**src/rtl/nv_store_map.svh**
```systemverilog
// Address, command, pointer and timing constants for the nonvolatile store slave.
`ifndef NV_STORE_MAP_SVH
`define NV_STORE_MAP_SVH
`define SLAVE_ADDR_HI 4'h9
`define PTR_USER_FIRST 8'hA4
`define PTR_USER_LAST 8'hA7
`define PTR_UNDEF_LO 8'hA8
`define PTR_UNDEF_HI 8'hA9
`define PTR_CFG_MSB 8'hAC
`define PTR_LAST 8'hAD
`define CMD_START_CONVERT 8'h51
`define CMD_STOP_CONVERT 8'h22
`define CMD_COPY_DATA 8'h48
`define CMD_RECALL_DATA 8'hB8
`define SHADOW_BASE 8'hA0
`define SHADOW_DEPTH 14
`define CFG_ONE_SHOT_BIT 0
`define CFG_MSB_RESET 8'h00
`define COPY_TIME_NS 10000000
`define CLK_PERIOD_NS 4
`define COPY_CYCLES ((`COPY_TIME_NS + `CLK_PERIOD_NS - 1) / `CLK_PERIOD_NS)
`endif

```
**src/rtl/nv_store_pkg.sv**
```systemverilog
// Types shared by the nonvolatile store slave.
package nv_store_pkg;
   typedef enum logic [2:0] {
      ST_IDLE,
      ST_CTRL,
      ST_PTR,
      ST_DATA,
      ST_IGNORE
   } phase_t;

   typedef struct packed {
      logic converting;
      logic single_conversion_select;
      logic nonvolatile_busy_flag;
   } status_t;
endpackage

```
**src/rtl/nv_store_slave.sv**
```systemverilog
// Two-wire slave that stores user bytes to shadow memory and copies them to nonvolatile memory.
`timescale 1ns/1ps
`include "nv_store_map.svh"
module nv_store_slave (
   input wire logic clk_i,
   input wire logic rst_i,
   input wire logic scl_i,
   input wire logic sda_i,
   output logic sda_o,
   output logic sda_oe_n_o,
   input wire logic [2:0] addr_pins_i,
   input wire logic conv_done_i,
   output nv_store_pkg::status_t status_o,
   output logic [7:0] nv_mem_o [`SHADOW_DEPTH]
);
   localparam logic [23:0] COPY_CNT = 24'(`COPY_CYCLES);

   nv_store_pkg::phase_t phase_q, phase_d;
   logic scl_q, sda_q;
   logic [7:0] sh_q [`SHADOW_DEPTH];
   logic [7:0] sh_d [`SHADOW_DEPTH];
   logic [7:0] nv_q [`SHADOW_DEPTH];
   logic [7:0] nv_d [`SHADOW_DEPTH];
   logic [7:0] shift_q, shift_d, ptr_q, ptr_d;
   logic [3:0] bitcnt_q, bitcnt_d;
   // The owed acknowledge (ack_q) goes on the wire (drive_q) only once the clock is low.
   logic ack_q, ack_d, drive_q, drive_d;
   // Set when a run starts with the select bit clear; such a run only ends on a stop command.
   logic cont_q, cont_d;
   logic conv_q, conv_d, oneshot_q, oneshot_d, busy_q, busy_d;
   logic [23:0] copy_q, copy_d;
   logic start_c, stop_c, rise_c, fall_c, writable_c;
   logic [7:0] byte_c;
   logic [3:0] idx_c;

   // Input pins are taken as synchronous, so edges are found from one registered sample.
   assign rise_c = scl_i && !scl_q;
   assign fall_c = !scl_i && scl_q;
   assign start_c = scl_i && scl_q && sda_q && !sda_i;
   assign stop_c = scl_i && scl_q && !sda_q && sda_i;
   assign byte_c = {shift_q[6:0], sda_i};
   assign idx_c = 4'(ptr_q - `SHADOW_BASE);
   // Undefined bytes and any pointer past the last register are refused with a NACK.
   assign writable_c = ptr_q >= `SHADOW_BASE && ptr_q <= `PTR_LAST &&
                       ptr_q != `PTR_UNDEF_LO && ptr_q != `PTR_UNDEF_HI;

   always_comb begin
      phase_d = phase_q;
      shift_d = shift_q;
      ptr_d = ptr_q;
      bitcnt_d = bitcnt_q;
      ack_d = ack_q;
      drive_d = drive_q;
      cont_d = cont_q;
      conv_d = conv_q;
      oneshot_d = oneshot_q;
      busy_d = busy_q;
      copy_d = copy_q;
      sh_d = sh_q;
      nv_d = nv_q;
      // A finished single conversion ends conversions; continuous ones run until stopped.
      if (conv_done_i && conv_q && !cont_q) begin
         conv_d = 1'b0;
      end
      // The copy takes a long fixed time; a master may poll the busy flag instead of waiting.
      if (busy_q) begin
         if (copy_q == 24'h000001) begin
            busy_d = 1'b0;
            nv_d = sh_q;
         end
         copy_d = copy_q - 24'h000001;
      end
      if (start_c) begin
         phase_d = nv_store_pkg::ST_CTRL;
         bitcnt_d = 4'h0;
         ack_d = 1'b0;
         drive_d = 1'b0;
      end else if (stop_c) begin
         phase_d = nv_store_pkg::ST_IDLE;
         ack_d = 1'b0;
         drive_d = 1'b0;
      end else if (fall_c && ack_q) begin
         // Pulling the data line while the clock is high would read as a start or stop.
         if (drive_q) begin
            drive_d = 1'b0;
            ack_d = 1'b0;
            bitcnt_d = 4'h0;
         end else begin
            drive_d = 1'b1;
         end
      end else if (rise_c && phase_q != nv_store_pkg::ST_IDLE && !ack_q) begin
         shift_d = byte_c;
         bitcnt_d = bitcnt_q + 4'h1;
         if (bitcnt_q == 4'h7) begin
            unique case (phase_q)
               nv_store_pkg::ST_CTRL: begin
                  if (byte_c[7:4] == `SLAVE_ADDR_HI && byte_c[3:1] == addr_pins_i &&
                      !byte_c[0]) begin
                     ack_d = 1'b1;
                     phase_d = nv_store_pkg::ST_PTR;
                  end else begin
                     phase_d = nv_store_pkg::ST_IDLE;
                  end
               end
               nv_store_pkg::ST_PTR: begin
                  ack_d = 1'b1;
                  phase_d = nv_store_pkg::ST_DATA;
                  ptr_d = byte_c;
                  unique case (byte_c)
                     `CMD_START_CONVERT: begin
                        conv_d = 1'b1;
                        // A run keeps the mode it started in, whatever the select bit does later.
                        if (!conv_q) begin
                           cont_d = !oneshot_q;
                        end
                     end
                     `CMD_STOP_CONVERT: begin
                        // Only a continuous run is stopped; a single conversion ends by itself.
                        if (cont_q) begin
                           conv_d = 1'b0;
                        end
                     end
                     `CMD_COPY_DATA: begin
                        // Copy is only honoured while converting continuously.
                        if (conv_q && cont_q) begin
                           busy_d = 1'b1;
                           copy_d = COPY_CNT;
                        end
                     end
                     `CMD_RECALL_DATA: begin
                        // Refused during a copy, so the image being written stays whole.
                        if (!busy_q) begin
                           sh_d = nv_q;
                        end
                     end
                     default: ;
                  endcase
               end
               nv_store_pkg::ST_DATA: begin
                  if (writable_c) begin
                     ack_d = 1'b1;
                     sh_d[idx_c] = byte_c;
                     if (ptr_q == `PTR_CFG_MSB) begin
                        oneshot_d = byte_c[`CFG_ONE_SHOT_BIT];
                     end
                     ptr_d = ptr_q + 8'h01;
                  end else begin
                     phase_d = nv_store_pkg::ST_IGNORE;
                  end
               end
               nv_store_pkg::ST_IGNORE: ;
               default: phase_d = nv_store_pkg::ST_IDLE;
            endcase
         end
      end else if (rise_c && phase_q == nv_store_pkg::ST_IGNORE) begin
         bitcnt_d = 4'h0;
      end
   end

   always_ff @(posedge clk_i or posedge rst_i) begin
      if (rst_i) begin
         phase_q <= nv_store_pkg::ST_IDLE;
         scl_q <= 1'b1;
         sda_q <= 1'b1;
         shift_q <= 8'h00;
         ptr_q <= 8'h00;
         bitcnt_q <= 4'h0;
         ack_q <= 1'b0;
         drive_q <= 1'b0;
         cont_q <= 1'b0;
         conv_q <= 1'b0;
         oneshot_q <= 1'b0;
         busy_q <= 1'b0;
         copy_q <= 24'h000000;
         for (int i = 0; i < `SHADOW_DEPTH; i++) begin
            sh_q[i] <= 8'h00;
            nv_q[i] <= 8'h00;
         end
      end else begin
         phase_q <= phase_d;
         scl_q <= scl_i;
         sda_q <= sda_i;
         shift_q <= shift_d;
         ptr_q <= ptr_d;
         bitcnt_q <= bitcnt_d;
         ack_q <= ack_d;
         drive_q <= drive_d;
         cont_q <= cont_d;
         conv_q <= conv_d;
         oneshot_q <= oneshot_d;
         busy_q <= busy_d;
         copy_q <= copy_d;
         sh_q <= sh_d;
         nv_q <= nv_d;
      end
   end

   // The pin is open drain: the slave only ever pulls low, during its acknowledge bit.
   assign sda_o = 1'b0;
   assign sda_oe_n_o = !drive_q;
   // Status bits come straight from registers, so a master polling them never sees a glitch.
   // The busy flag stays set for the whole copy, and a stop command does not cut the copy short.
   assign status_o.converting = conv_q;
   assign status_o.single_conversion_select = oneshot_q;
   assign status_o.nonvolatile_busy_flag = busy_q;
   assign nv_mem_o = nv_q;
endmodule

```
**config.mk**
```make
export PLATFORM = sky130hd
export DESIGN_NAME = nv_store_slave
export DESIGN_NICKNAME = d
export VERILOG_FILES = /design/src/rtl/nv_store_pkg.sv /design/src/rtl/nv_store_slave.sv
export VERILOG_INCLUDE_DIRS = /design/src /design/src/rtl
export SDC_FILE = /design/constraint.sdc
export NUM_CORES = 1
export LEC_CHECK = 0
export ABC_AREA = 1
export BUFFER_PORTS_ARGS = -buffer_cell sky130_fd_sc_hd__buf_4
export CELL_PAD_IN_SITES_DETAIL_PLACEMENT = 0
export CELL_PAD_IN_SITES_GLOBAL_PLACEMENT = 1
export CORE_AREA = 2 2 187 189
export CTS_CLUSTER_SIZE = 8
export DETAILED_ROUTE_END_ITERATION = 10
export DIE_AREA = 0 0 189 191
export GPL_TIMING_DRIVEN = 0
export PLACE_DENSITY = 0.76
export SLEW_MARGIN = 5
export SYNTH_ARGS = -nofsm -noshare
export SYNTH_HDL_FRONTEND = slang
export SYNTH_SLANG_ARGS = --single-unit
```
**constraint.sdc**
```tcl
create_clock -name clk_i -period 8.27 [get_ports clk_i]
set_input_delay 0.827 -clock clk_i [delete_from_list [all_inputs] [get_ports clk_i]]
set_output_delay 0.827 -clock clk_i [all_outputs]
set_load 0.01 [all_outputs]
```
==> metrics.txt <==
# hold bufs at CTS 0; # nets final about 1900; CTS tree yes; final setup margin ~5800 ps; TritonRoute pass-1 iters 5; status finished clean; vias per cell between 5 and 6; RSZ-0062 raised after global routing no; # Post-CTS Setup Buffers 0; total power around 0.0030 W; leakage power around 8 nW; syn_area_per_cell 7.97 µm²; final hold slack between 300 and 400 ps; min cycle time layout about 2500 ps; grt met2 use 36.1%; peak supply drop 0.000119 V; DR DRC count 0; worst rel slew slack ~28%; CP Max Fanout 10; die height between 150 and 200 µm; CP Class flip-flop to flip-flop; full die area roughly 36000 µm²; #FFs+latches synth around 280; initial antenna violation count 0; clock sinks 278; ANT cells 0; port bufs ~120; CP endpoint kind flip-flop; Arr. time, crit path around 3000 ps; setup_tns 0 ps; GRT Overall Usage 22.9%; first-pass GRT wire length roughly 65000 µm; WP buf/inv 3; Area contributors post-synth dfrtp_1, nand2_1, o21ai_0; Starting DRT DRC Count 862; WP data required slightly below 9000 ps; Yosys cell types 42; Power Density around 190 nW/µm²; global route total overflow 0; Worst Clk Skew about 22 ps; post-DP HPWL 27900 µm; Synth-to-Final Area Change 20.3%; boundary pin count 125; Total Wirelength roughly 40000 µm; vias in the first global route roughly 12000; GPL Wtd Cong between 0.8 and 0.9; clk slew on worst S/H paths 50 ps; initial core utilization 39.6%; Slew Viols, Final 0; Max Clk Rate roughly 400 MHz; Critical Path Max Stage Delay ~420 ps; post-CTS resize count 0; sequential share of the synthesized area 51.5%; Clock Path Buffers 3; YS warnings 0; Mapped Cells around 1700; row count around 70; routed via count around 12000; chip width 189 µm; core area about 34000 µm²; pin count of the biggest net entering global routing 39; Place WS between 5000 and 6000 ps; final setup violation count 0; Max-cap violations 0; layout cells sized above 1 a little over an eighth; met3 usage under 10%; antenna-violating nets left 0; busiest grt layer met2; largest area contributor in the netlist dfrtp_1; Synth Cell Area about 14000 µm²; H-tree depth 2; Top cell by count, worst path nand2_1; crit-path cells inv_1 -> ha_1 -> nand2_1 -> nand2_1 -> nand2_2 -> a21oi_4 -> buf_6 -> buf_4 -> nand4_1 -> nand2_1; post-synth net total about 1700; Layout fillers ~3300; CTS buffer count 40; worst min path class input port to asynchronous set/reset pin; root buffer cell clkbuf_16; CP max-delay cell dfrtp_1; Least-Margin Pin Slew approximately 1100 ps; final hold vios 0; Clock Latency Late Sink around 520 ps; Worst path top cell family by delay simple AND/OR/NAND/NOR gates; Final period util between 30% and 40%; Synth top area share 51.1%; critical path startpoint category flip-flop; M1 GR Usage roughly a third; routed len/inst 17.4 µm
power breakdown:
| part | internal, W | switching [W] | leakage [nW] |
|---|---|---|---|
| clock | 0.000864 | 0.000574 | 0.514 |
| combinational | 0.0000587 | 0.000137 | 3.70 |
| sequential | 0.00138 | 0.0000316 | 3.75 |
worst reg2reg max path, cell delays in order, from the launching register on:
cell,delay [ps]
dfrtp_1,420
inv_1,130
ha_1,290
nand2_1,300
nand2_1,170
nand2_2,120
a21oi_4,370
buf_6,230
buf_4,210
nand4_1,120
nand2_1,90
cells by family after synthesis:
| logic type | count (synthesis) | synth area share, % |
|---|---|---|
| xor+xnor | 11 | 0.713 |
| compound gates | 214 | 8.25 |
| fa+ha+maj | 8 | 0.741 |
| flops | 278 | 51.5 |
| other cells | 1 | 0.0278 |
| simple gates | 910 | 30.1 |
| buf+inv | 273 | 8.67 |
cell type report:
class,instances,area (µm²),area share [%]
Sequential cell,278,6960,42.8
Multi-Input combinational cell,1144,5380,33.1
Timing Repair Buffer,132,1120,6.88
Clock buffer,48,1030,6.34
Inverter,188,709,4.36
Tap cell,455,569,3.50
Buffer,85,465,2.86
Clock inverter,2,25.0,0.154
metal layers:
metal / up-vias / share of wire, %
li1: 5804 / -
met1: 5648 / 47
met2: 344 / 46
met3: 58 / 5.5
met4: 0 / 2.4
met5: - / 0
placed cells by master, fill, tap and decap left out, drive strengths merged:
| cell | count |
|---|---|
| or2 | 1 |
| inv | 187 |
| nand2 | 635 |
| conb | 1 |
| nor4 | 2 |
| buf | 176 |
| a211oi | 1 |
| xor2 | 10 |
| a21oi | 3 |
| clkbuf | 89 |
| o211ai | 2 |
| nor3 | 15 |
| dfrtp | 276 |
| ha | 8 |
| o21ai | 202 |
| o22ai | 1 |
| nand3 | 41 |
| nand3b | 4 |
| nand4 | 141 |
| a21boi | 1 |
| nor2 | 71 |
| o21a | 2 |
| a21o | 1 |
| dfstp | 2 |
| clkinvlp | 1 |
| clkinv | 2 |
| o31ai | 1 |
| xnor2 | 1 |
synth_stat cells, drive strengths merged:
| cell | count |
|---|---|
| o211ai | 2 |
| nor4 | 2 |
| buf | 44 |
| nand2 | 635 |
| xnor2 | 1 |
| conb | 1 |
| clkinv | 1 |
| or2 | 1 |
| nand3 | 41 |
| o22ai | 1 |
| clkbuf | 41 |
| ha | 8 |
| o21a | 2 |
| a21o | 1 |
| inv | 187 |
| nand3b | 4 |
| nor3 | 15 |
| xor2 | 10 |
| a21boi | 1 |
| dfstp | 2 |
| o31ai | 1 |
| nor2 | 71 |
| nand4 | 141 |
| dfrtp | 276 |
| a21oi | 3 |
| a211oi | 1 |
| o21ai | 202 |
metrics by stage:
step | std cells | utilization, % | instance area, µm²
floorplan | 1695 | - | 13500
global placement | 2273 | 44.0 | 15000
detailed placement | 2282 | 44.6 | 15200
CTS | 2332 | 47.7 | 16300
global route | 2332 | 47.7 | 16300
finish | 2332 | 47.7 | 16300
worst paths after layout:
kind                                             from                       end  slack (ps)  cells past startpoint
worst max-delay path             ptr_q[1]$_DFFE_PP0P_      sh_q[36]$_DFFE_PP0P_        5770                     10
worst max register to register   ptr_q[1]$_DFFE_PP0P_      sh_q[36]$_DFFE_PP0P_        5770                     10
worst min register to register  sh_q[105]$_DFFE_PP0P_     sh_q[105]$_DFFE_PP0P_         480                      2
worst min-delay path                            rst_i  nv_mem_o[16]$_DFFE_PP0P_         390                      2
min in group clk_i                              sda_i           sda_q$_DFF_PP1_         450                      1
max in group asynchronous                       rst_i  nv_mem_o[55]$_DFFE_PP0P_        6610                      6
registers in the layout, indices dropped and copies added, names as in the netlist, 3 cells and up:
register	flops
bitcnt_q	4
copy_q	24
nv_mem_o	112
phase_q	3
ptr_q	8
sh_q	112
shift_q	7
No activity file was read; power rests on OpenSTA's default activity.
